## config.mk

```make
export PLATFORM = sky130hd
export DESIGN_NAME = ilv_ctl
export DESIGN_NICKNAME = d
export VERILOG_FILES = /design/src/verilog/ilv_ctl.v /design/src/verilog/ilv_filt.v
export VERILOG_INCLUDE_DIRS = /design/src /design/src/verilog
export SDC_FILE = /design/constraint.sdc
export NUM_CORES = 1
export LEC_CHECK = 0
export ABC_AREA = 0
export BUFFER_PORTS_ARGS = -buffer_cell sky130_fd_sc_hd__buf_2
export CAP_MARGIN = 25
export CORE_ASPECT_RATIO = 0.7
export CORE_MARGIN = 2
export CORE_UTILIZATION = 45
export DETAILED_ROUTE_END_ITERATION = 8
export MAX_ROUTING_LAYER = met4
export PLACE_DENSITY = 0.76
export SLEW_MARGIN = 5
export SYNTH_ARGS = -nofsm -noshare
export SYNTH_HDL_FRONTEND = slang
export SYNTH_SLANG_ARGS = --single-unit
```

## constraint.sdc

```tcl
create_clock -name clock -period 20.3 [get_ports clock]
set_input_delay 3.045 -clock clock [delete_from_list [all_inputs] [get_ports clock]]
set_output_delay 3.045 -clock clock [all_outputs]
set_load 0.03 [all_outputs]
```

## src/verilog/ilv_map.vh

```
`ifndef ILV_MAP_VH
`define ILV_MAP_VH
// ---------------------------------------------------------------
// register byte offsets
// ---------------------------------------------------------------
`define ILV_OFS_SOFT_LVL   8'h80
`define ILV_OFS_BP_LVL     8'h84
`define ILV_OFS_VEC_IO     8'h88
`define ILV_OFS_MISC       8'h8C
`define ILV_OFS_IRQ_STAT   8'h90
`define ILV_OFS_IRQ_MASK   8'h94
`define ILV_OFS_SOFT_SET   8'h98
// ---------------------------------------------------------------
// field layouts and masks
// ---------------------------------------------------------------
`define ILV_SOFT_LVL_MASK  32'h00777777
`define ILV_BP_LVL_MASK    32'h77777777
`define ILV_LVL_W          3
`define ILV_NUM_SRC        14
`define ILV_SRC_SOFT0      0
`define ILV_SRC_BP1        6
`define ILV_SRC_SPARE      13
`define ILV_BIT_GLOBAL_IRQ_UNMASK       23
`define ILV_BIT_SYSFAIL_LINE_STATE      22
`define ILV_BIT_ACFAIL_LINE_STATE       21
`define ILV_BIT_ABRT       20
`define ILV_MISC_BGOFF     0
`define ILV_MISC_IRQFILT   1
`define ILV_MISC_SHORTBSY  2
`define ILV_MISC_NOEARLY   3
// misc bits 7..5 clear on every reset, 4..0 skip local reset
`define ILV_MISC_PSL_MASK  8'hE0
// ---------------------------------------------------------------
// reset values
// ---------------------------------------------------------------
`define ILV_RST_WORD       32'h00000000
`define ILV_RST_BYTE       8'h00
`define ILV_RST_SRC        14'h0000
// ---------------------------------------------------------------
// timing counts in local clocks
// ---------------------------------------------------------------
`define ILV_BSY_LONG       6'h20
`define ILV_BSY_SHORT      6'h03
`define ILV_FILT_LEN       2'h3
`endif
```

## src/verilog/ilv_ctl.v

```verilog
`timescale 1ns/1ps
`include "ilv_map.vh"
// Notes on behaviour
// - six software level fields, cleared by every reset
// - two 3-bit level fields per byte
// - each backplane request level mapped independently
// - spare level field shares byte with req7
// - two vector base fields in top byte
// - global unmask bit low masks every interrupt
// - read-only acfail line state bit
// - read-only sysfail line state bit
// - four direction bits, cleared power-up and system
// - four read-only pin sense bits
// - four drive bits used when pin outputs
// - read-only byte of eight input pins
// - grant filter off bypasses bus-grant filter
// - irq filter on enables request input filters
// - reset letters honoured per field
// - busy hold 32 or 3 clocks
// - early release off drives busy with strobe
module ilv_ctl (
   // clock and resets
   input  wire        clock,
   input  wire        rst,
   input  wire        sys_reset,
   input  wire        local_reset,
   // ahb-lite slave
   input  wire        hsel,
   input  wire [31:0] haddr,
   input  wire [1:0]  htrans,
   input  wire        hwrite,
   input  wire [2:0]  hsize,
   input  wire [31:0] hwdata,
   input  wire        hready,
   output wire        hreadyout,
   output wire        hresp,
   output reg  [31:0] hrdata,
   // backplane status lines
   input  wire        acfail_active,
   input  wire        sysfail_active,
   input  wire        abort_active,
   // interrupt sources
   input  wire [6:0]  bp_req,
   input  wire        spare_req,
   // bus grant and busy
   input  wire        bgin_raw,
   output wire        bgin_clean,
   input  wire        bp_won,
   input  wire        local_retried,
   input  wire        as_active,
   output wire        bbsy_drive,
   // general purpose pins
   input  wire [3:0]  gp_pin_in,
   output wire [3:0]  gp_pin_out,
   output wire [3:0]  gp_pin_oe,
   input  wire [7:0]  gp_input_pins,
   // local interrupt outputs
   output wire        irq,
   output reg  [2:0]  local_level,
   output wire [3:0]  vector_base_zero,
   output wire [3:0]  vector_base_one
);
   // ---------------------------------------------------------------
   // state
   // ---------------------------------------------------------------
   reg  [23:0] soft_lvl_ff;       // software level fields
   reg  [31:0] bp_lvl_ff;         // backplane and spare level fields
   reg  [7:0]  vec_ff;            // two vector bases
   reg         global_irq_unmask_ff;           // global_irq_unmask
   reg  [3:0]  dir_ff;            // gp_pin_dir
   reg  [3:0]  drive_ff;          // gp_pin_drive
   reg  [7:0]  misc_ff;           // misc bus control byte
   reg  [13:0] stat_ff;           // sticky interrupt status
   reg  [13:0] mask_ff;           // interrupt mask
   reg  [7:0]  req_prev_ff;       // previous filtered request lines
   reg  [5:0]  bsy_cnt_ff;        // busy hold countdown
   reg  [7:0]  addr_ff;           // latched address phase offset
   reg         wr_ff;             // write data phase pending
   reg         rd_ff;             // read data phase pending
   reg  [3:0]  lanes_ff;          // byte lanes of the pending write
   reg  [13:0] nxt_stat;          // next status
   reg  [2:0]  nxt_level;         // next presented level
   reg  [31:0] nxt_rdata;         // read mux output
   wire [7:0]  req_filt;          // filtered request lines
   wire [7:0]  filt_out;          // filter outputs
   wire [7:0]  filt_bypass;       // per line bypass
   wire        take;              // address phase accepted
   wire [31:0] wmask;             // bit mask from byte lanes
   wire [31:0] wdat;              // write data
   wire        wr_soft;           // write strobes per register
   wire        wr_bp;
   wire        wr_vio;
   wire        wr_misc;
   wire        wr_stat;
   wire        wr_mask;
   wire        wr_set;
   wire        clr_psl;           // system or local reset
   wire [13:0] pend;              // pending and enabled sources
   wire [31:0] soft_new;          // merged software level word
   wire [31:0] mask_new;          // merged mask word
   integer     i;

   // ---------------------------------------------------------------
   // functions
   // ---------------------------------------------------------------
   // byte lanes touched by an access of this size and address
   function [3:0] ilv_lanes;
      input [2:0] size;
      input [1:0] a;
      begin
         case (size)
            3'h0:    ilv_lanes = 4'h1 << a;
            3'h1:    ilv_lanes = a[1] ? 4'hC : 4'h3;
            default: ilv_lanes = 4'hF;
         endcase
      end
   endfunction

   // merge masked write data into an old value
   function [31:0] ilv_merge;
      input [31:0] old;
      input [31:0] dat;
      input [31:0] m;
      begin
         ilv_merge = (old & ~m) | (dat & m);
      end
   endfunction

   // level field of source n from the two level registers
   function [2:0] ilv_src_lvl;
      input [3:0]  n;
      input [23:0] sl;
      input [31:0] bl;
      begin
         if (n < 4'h6)
            ilv_src_lvl = sl[n*4 +: 3];
         else
            ilv_src_lvl = bl[(n-4'h6)*4 +: 3];
      end
   endfunction

   // ---------------------------------------------------------------
   // bus slave
   // ---------------------------------------------------------------
   assign take      = hsel & htrans[1] & hready;
   assign hresp     = 1'b0;
   // reads take one wait state so data comes from a flop
   assign hreadyout = ~rd_ff;
   assign clr_psl   = sys_reset | local_reset;

   // address phase capture
   always @(posedge clock or posedge rst) begin
      if (rst) begin
         addr_ff  <= `ILV_RST_BYTE;
         wr_ff    <= 1'b0;
         rd_ff    <= 1'b0;
         lanes_ff <= 4'h0;
      end else begin
         rd_ff <= take & ~hwrite;
         wr_ff <= take & hwrite;
         if (take) begin
            addr_ff  <= {haddr[7:2], 2'h0};
            lanes_ff <= ilv_lanes(hsize, haddr[1:0]);
         end
      end
   end

   assign wmask = {{8{lanes_ff[3]}}, {8{lanes_ff[2]}}, {8{lanes_ff[1]}}, {8{lanes_ff[0]}}};
   assign wdat  = hwdata;
   // unmapped writes fall through every strobe and are dropped
   assign wr_soft = wr_ff & (addr_ff == `ILV_OFS_SOFT_LVL);
   assign wr_bp   = wr_ff & (addr_ff == `ILV_OFS_BP_LVL);
   assign wr_vio  = wr_ff & (addr_ff == `ILV_OFS_VEC_IO);
   assign wr_misc = wr_ff & (addr_ff == `ILV_OFS_MISC);
   assign wr_stat = wr_ff & (addr_ff == `ILV_OFS_IRQ_STAT);
   assign wr_mask = wr_ff & (addr_ff == `ILV_OFS_IRQ_MASK);
   assign wr_set  = wr_ff & (addr_ff == `ILV_OFS_SOFT_SET);
   assign soft_new = ilv_merge({8'h00, soft_lvl_ff}, wdat, wmask & `ILV_SOFT_LVL_MASK);
   assign mask_new = ilv_merge({18'h00000, mask_ff}, wdat, wmask);

   // ---------------------------------------------------------------
   // fields cleared by all three resets
   // ---------------------------------------------------------------
   // level fields, vector bases, unmask and mask
   always @(posedge clock or posedge rst) begin
      if (rst) begin
         soft_lvl_ff <= 24'h000000;
         bp_lvl_ff   <= `ILV_RST_WORD;
         vec_ff      <= `ILV_RST_BYTE;
         global_irq_unmask_ff     <= 1'b0;
         mask_ff     <= `ILV_RST_SRC;
      end else if (clr_psl) begin
         soft_lvl_ff <= 24'h000000;
         bp_lvl_ff   <= `ILV_RST_WORD;
         vec_ff      <= `ILV_RST_BYTE;
         global_irq_unmask_ff     <= 1'b0;
         mask_ff     <= `ILV_RST_SRC;
      end else begin
         // only six bits per byte stored
         if (wr_soft)
            soft_lvl_ff <= soft_new[23:0];
         if (wr_bp)
            bp_lvl_ff <= ilv_merge(bp_lvl_ff, wdat, wmask & `ILV_BP_LVL_MASK);
         if (wr_vio & lanes_ff[3])
            vec_ff <= wdat[31:24];
         if (wr_vio & lanes_ff[2])
            global_irq_unmask_ff <= wdat[`ILV_BIT_GLOBAL_IRQ_UNMASK];
         if (wr_mask)
            mask_ff <= mask_new[13:0];
      end
   end

   // ---------------------------------------------------------------
   // fields that survive local reset, except misc bits 7..5 and drive bit 3
   // ---------------------------------------------------------------
   always @(posedge clock or posedge rst) begin
      if (rst) begin
         dir_ff        <= 4'h0;
         drive_ff      <= 4'h0;
         misc_ff       <= `ILV_RST_BYTE;
      end else if (sys_reset) begin
         dir_ff        <= 4'h0;
         drive_ff      <= 4'h0;
         misc_ff       <= `ILV_RST_BYTE;
      end else begin
         if (local_reset)
            misc_ff <= misc_ff & ~`ILV_MISC_PSL_MASK;
         else if (wr_misc & lanes_ff[0])
            misc_ff <= wdat[7:0];
         if (wr_vio & lanes_ff[2])
            dir_ff <= wdat[19:16];
         if (wr_vio & lanes_ff[1])
            drive_ff <= wdat[15:12];
         // top drive bit also clears on local reset
         if (local_reset)
            drive_ff[3] <= 1'b0;
      end
   end

   // drive only where direction says output
   assign gp_pin_oe  = dir_ff;
   assign gp_pin_out = drive_ff;

   // ---------------------------------------------------------------
   // input filters
   // ---------------------------------------------------------------
   // grant and request filter bypass
   assign filt_bypass = {~misc_ff[`ILV_MISC_IRQFILT], {6{~misc_ff[`ILV_MISC_IRQFILT]}},
                         misc_ff[`ILV_MISC_BGOFF]};

   ilv_filt #(
      .W      (8)
   ) u_filt (
      .clock  (clock),
      .rst    (rst),
      .din    ({bp_req, bgin_raw}),
      .bypass (filt_bypass),
      .dout   (filt_out)
   );

   assign bgin_clean = filt_out[0];
   // spare request is not filtered
   assign req_filt   = {spare_req, filt_out[7:1]};

   // ---------------------------------------------------------------
   // sticky status
   // ---------------------------------------------------------------
   // set wins over a one written to clear in the same cycle
   always @* begin
      nxt_stat = stat_ff;
      if (wr_stat)
         nxt_stat = stat_ff & ~(wdat[13:0] & wmask[13:0]);
      if (wr_set)
         nxt_stat[5:0] = nxt_stat[5:0] | (wdat[5:0] & wmask[5:0]);
      nxt_stat[13:6] = nxt_stat[13:6] | (req_filt & ~req_prev_ff);
   end

   always @(posedge clock or posedge rst) begin
      if (rst) begin
         stat_ff     <= `ILV_RST_SRC;
         req_prev_ff <= 8'h00;
      end else if (clr_psl) begin
         stat_ff     <= `ILV_RST_SRC;
         req_prev_ff <= req_filt;
      end else begin
         stat_ff     <= nxt_stat;
         req_prev_ff <= req_filt;
      end
   end

   // ---------------------------------------------------------------
   // interrupt presentation
   // ---------------------------------------------------------------
   // global unmask gates every source
   assign pend = global_irq_unmask_ff ? (stat_ff & mask_ff) : `ILV_RST_SRC;
   assign irq  = |pend;

   always @* begin
      nxt_level = 3'h0;
      for (i = 0; i < `ILV_NUM_SRC; i = i + 1) begin
         if (pend[i] && (ilv_src_lvl(i[3:0], soft_lvl_ff, bp_lvl_ff) > nxt_level))
            nxt_level = ilv_src_lvl(i[3:0], soft_lvl_ff, bp_lvl_ff);
      end
   end

   always @(posedge clock or posedge rst) begin
      if (rst)
         local_level <= 3'h0;
      else
         local_level <= nxt_level;
   end

   assign vector_base_zero = vec_ff[7:4];
   assign vector_base_one  = vec_ff[3:0];

   // ---------------------------------------------------------------
   // bus busy hold
   // ---------------------------------------------------------------
   // hold length picked by short hold bit
   always @(posedge clock or posedge rst) begin
      if (rst)
         bsy_cnt_ff <= 6'h00;
      else if (bp_won & local_retried)
         bsy_cnt_ff <= misc_ff[`ILV_MISC_SHORTBSY] ? `ILV_BSY_SHORT : `ILV_BSY_LONG;
      else if (bsy_cnt_ff != 6'h00)
         bsy_cnt_ff <= bsy_cnt_ff - 6'h01;
   end

   // no early release follows the strobe
   assign bbsy_drive = (bsy_cnt_ff != 6'h00) |
                       (misc_ff[`ILV_MISC_NOEARLY] & as_active);

   // ---------------------------------------------------------------
   // read data
   // ---------------------------------------------------------------
   always @* begin
      case (addr_ff)
         `ILV_OFS_SOFT_LVL: nxt_rdata = {8'h00, soft_lvl_ff};
         `ILV_OFS_BP_LVL:   nxt_rdata = bp_lvl_ff;
         `ILV_OFS_VEC_IO:   nxt_rdata = {vec_ff, global_irq_unmask_ff, sysfail_active, acfail_active,
                                         abort_active, dir_ff, drive_ff, gp_pin_in,
                                         gp_input_pins};
         `ILV_OFS_MISC:     nxt_rdata = {24'h000000, misc_ff};
         `ILV_OFS_IRQ_STAT: nxt_rdata = {18'h00000, stat_ff};
         `ILV_OFS_IRQ_MASK: nxt_rdata = {18'h00000, mask_ff};
         default:           nxt_rdata = `ILV_RST_WORD;
      endcase
   end

   // data sampled in the wait state, held until next read
   always @(posedge clock or posedge rst) begin
      if (rst)
         hrdata <= `ILV_RST_WORD;
      else if (rd_ff)
         hrdata <= nxt_rdata;
   end
endmodule // ilv_ctl

```

## src/verilog/ilv_filt.v

```verilog
`timescale 1ns/1ps
`include "ilv_map.vh"
// ---------------------------------------------------------------
// input glitch filter, per bit bypass
// ---------------------------------------------------------------
module ilv_filt #(
   parameter W = 8
) (
   // clock and reset
   input  wire         clock,
   input  wire         rst,
   // raw and filtered lines
   input  wire [W-1:0] din,
   input  wire [W-1:0] bypass,
   output wire [W-1:0] dout
);
   genvar g;
   generate
      for (g = 0; g < W; g = g + 1) begin : g_bit
         reg [1:0] cnt_ff;  // cycles the raw level has differed
         reg       filt_ff; // settled level of this bit
         // a change is taken only after it holds for the full length
         always @(posedge clock or posedge rst) begin
            if (rst) begin
               cnt_ff  <= 2'h0;
               filt_ff <= 1'b0;
            end else if (din[g] == filt_ff) begin
               cnt_ff <= 2'h0;
            end else if (cnt_ff == `ILV_FILT_LEN - 2'h1) begin
               cnt_ff  <= 2'h0;
               filt_ff <= din[g];
            end else begin
               cnt_ff <= cnt_ff + 2'h1;
            end
         end
         // bypass trades glitch immunity for latency
         assign dout[g] = bypass[g] ? din[g] : filt_ff;
      end
   endgenerate
endmodule // ilv_filt

```

==> flow_summary.toml <==
[route]
num_vias = 8608
vias_per_cell = 5.82
wire_per_inst_um = 18.8
drt_pass1_iterations = 5
drtIter0Drc = 1000
drt_wl_total_um = 27800
drc = 0
drtAntennaViolNets = 0

[critical_path]
rr_endpoint = "local_level[0]"
cp-start-kind = "flip-flop"
reg2regPathDepth = 88
cp_slowest_cell = "a311oi_1"
critPathMaxFanout = 20
rr_startpoint = "global_irq_unmask_ff"
cp.required_ps = 20620
cp.arrival_ps = 18270
cp_common_cell = "nor2_1"
endpoint_kind = "flip-flop"
slowest_delay_ps = 600
path_class = "reg -> reg"
reg2reg_slack_ps = 2350

[cells_and_area]
finalNonFillerCells = 1479
fillers = 1978
syn_to_final_growth_pct = 15.3
drive_gt1_share_pct = 18.0
layout_commonest_cell = "dfrtp_1"
seq_area_mm2 = 0.00451
diodes = 0
multi_input_area_mm2 = 0.00494
nNetsFinal = 1306
most-common-layout-cells = "dfrtp_1 (179), nand2_1 (158), buf_2 (132)"

[synthesis]
synth_enable_flop_cells = 0
synth_fp_nets = 1199
yosysWarnings = 0
syn_avg_cell_area_um2 = 9.13
synthesis.area_mm2 = 0.00983
async_reset_ff_share_pct = 100
synth.distinct_cells = 79
synthFlopType = "dfrtp_1"
synth_seq_area_share_pct = 45.8
synth_seq_cells = 180
syn_inst = 1077

[placed_design]
dpl.hpwl_um = 20200
placedCellCount = 1446
io_buffers = 132
routabilityCongestion = 0.943

[cts]
cts_made_buffers = 17
clk_pin_slew_ps = 70
cts.sinks = 180
clockBufferDepth = 2
clk_latency_ps = 440
cts_tree = "yes"
hold_buffers = 0
post_cts_buffers = 0
cts.repair.resized = 0
htreeDepth = 4
cts_root_buf = "clkbuf_16"

[outcome]
status = "finished, final reports clean"

[sta]
skew_ps = 16.0
setup-tns-final_ps = 0
slew_headroom_pct = 32.0
slew_viol_final = 0
setup_viol = 0
grt_setup_unrepaired = "no"
worst_pin_slew_ps = 1020
finalCritPeriodShare_pct = 88.4
period_needed_ps = 17950
max_freq_mhz = 55.7
hold_violations = 0

[grt]
grt_max_degree = 113
grt_use_total_pct = 25.1
antenna_found_initial = 0
grt_pass1_wl_um = 44400
grt_pass1_vias = 8187
overflow = 0

[worst_hold_path]
hold_path_depth = 1
min_to = "u_filt.g_bit[4].cnt_ff[1]"
min_path_type = "reg -> reg"
min_from = "u_filt.g_bit[4].cnt_ff[1]"

[die]
die_width_um = 181
core_mm2 = 0.0216
dieArea_mm2 = 0.0231
io-pin-count = 159
die_h_um = 128
initial_core_util_pct = 45.6
num_rows = 45

[flow_run]
drv_cap = 0

[power_and_ir_drop]
powerDensity_mw_per_mm2 = 79.0
p_leak_nw = 5.06
peakVddDrop_mv = 0.0702
synth_stat cells, drive strengths merged, types with 4 or more instances:
cell     count  area share (%)
and2        11            0.73
buf          9            0.51
and3        22             1.5
o31ai        5            0.43
o21a         6            0.46
a21oi       99             5.0
mux2i       66             6.7
a31oi        4            0.25
a211oi       6            0.51
o22ai       10            0.78
o22a         4            0.36
a221oi       8            0.71
mux2        19             2.2
nor2       110             4.2
a22oi       21             1.7
inv         44             1.7
nor3        26             1.3
o2bb2ai     21             1.9
nor3b        9            0.69
nand3       34             1.7
or2          6            0.41
or3          7            0.45
nand2      158             6.0
nor2b       12            0.76
o211ai       4            0.50
xnor2       10            0.89
clkbuf      44             1.7
dfrtp      180              46
o21ai       43             2.2
a21o         7            0.53
ha          19             2.4
state kept, by name, indices dropped and copies added (netlist names), 3 cells and up:
signal and cells:
addr_ff 6, bp_lvl_ff 24, bsy_cnt_ff 6, vec_ff 8, gp_pin_out 4, hrdata 32
mask_ff 14, stat_ff 14, misc_ff 8, req_prev_ff 8, local_level 3, ilv_src_lvl.sl 18
u_filt.g_bit.cnt_ff 16, u_filt.g_bit.filt_ff 8, gp_pin_oe 4, lanes_ff 4
layer usage:
| metal | track usage (%) | part of all wire, % |
|---|---|---|
| met2 | 36.0 | 44 |
| met4 | 6.36 | 1.7 |
| met3 | 5.79 | 8.5 |
| met5 | - | 0 |
| met1 | 36.0 | 45 |
critical path, delay by kind of cell (launching register included):
family                   cells  cell delay, ps
AO/OA/AOI/OAI               30            6330
adder cells (fa/ha/maj)     16            4150
buffers and inverters        4             370
flip-flops                   1             320
multiplexers                 3            1030
AND/OR/NAND/NOR             35            5620
where the power goes:
group / switching, mW / internal, mW
sequential: 0.0273 / 0.393
combinational: 0.0781 / 0.0563
clock: 0.146 / 0.194
how the worst max path moves through the flow:
stage | start | endpoint | cells after the start
after floorplan | global_irq_unmask_ff | local_level[1] | 88
after global placement | global_irq_unmask_ff | local_level[0] | 88
after detailed placement | global_irq_unmask_ff | local_level[0] | 88
after CTS | global_irq_unmask_ff | local_level[0] | 89
after global routing | global_irq_unmask_ff | local_level[0] | 89
final | global_irq_unmask_ff | local_level[0] | 88
through the flow:
step           util (%)  hold WS (ps)  total power, mW  setup slack (ps)  area (um2)
2_1_floorplan         -           422            0.518              4500        9830
3_3_place_gp       49.6           429            0.552              2770       10700
3_5_place_dp       49.6           438            0.559              2530       10700
4_1_cts            52.4           447            0.897              2370       11300
5_1_grt            52.5           470            0.933              1030       11300
6_report           52.5           448            0.895              2350       11300
layout make-up:
class,instances,area share (%)
Multi-Input combinational cell,800,43.6
Timing Repair Buffer,141,6.60
Inverter,44,1.50
Sequential cell,180,39.8
Clock inverter,12,1.26
Tap cell,282,3.11
Clock buffer,20,4.12
cell families after synthesis:
kind of cell	Yosys count	synth area share, %
other	1	0.0382
buffers and inverters	97	3.87
AND/OR/NAND/NOR	415	19.3
flip-flops	180	45.8
XOR/XNOR	12	1.07
multiplexers	85	8.94
adder cells (fa/ha/maj)	22	2.74
AO/OA/AOI/OAI	265	18.2
Note: power is estimated with default switching activity, not from simulation.
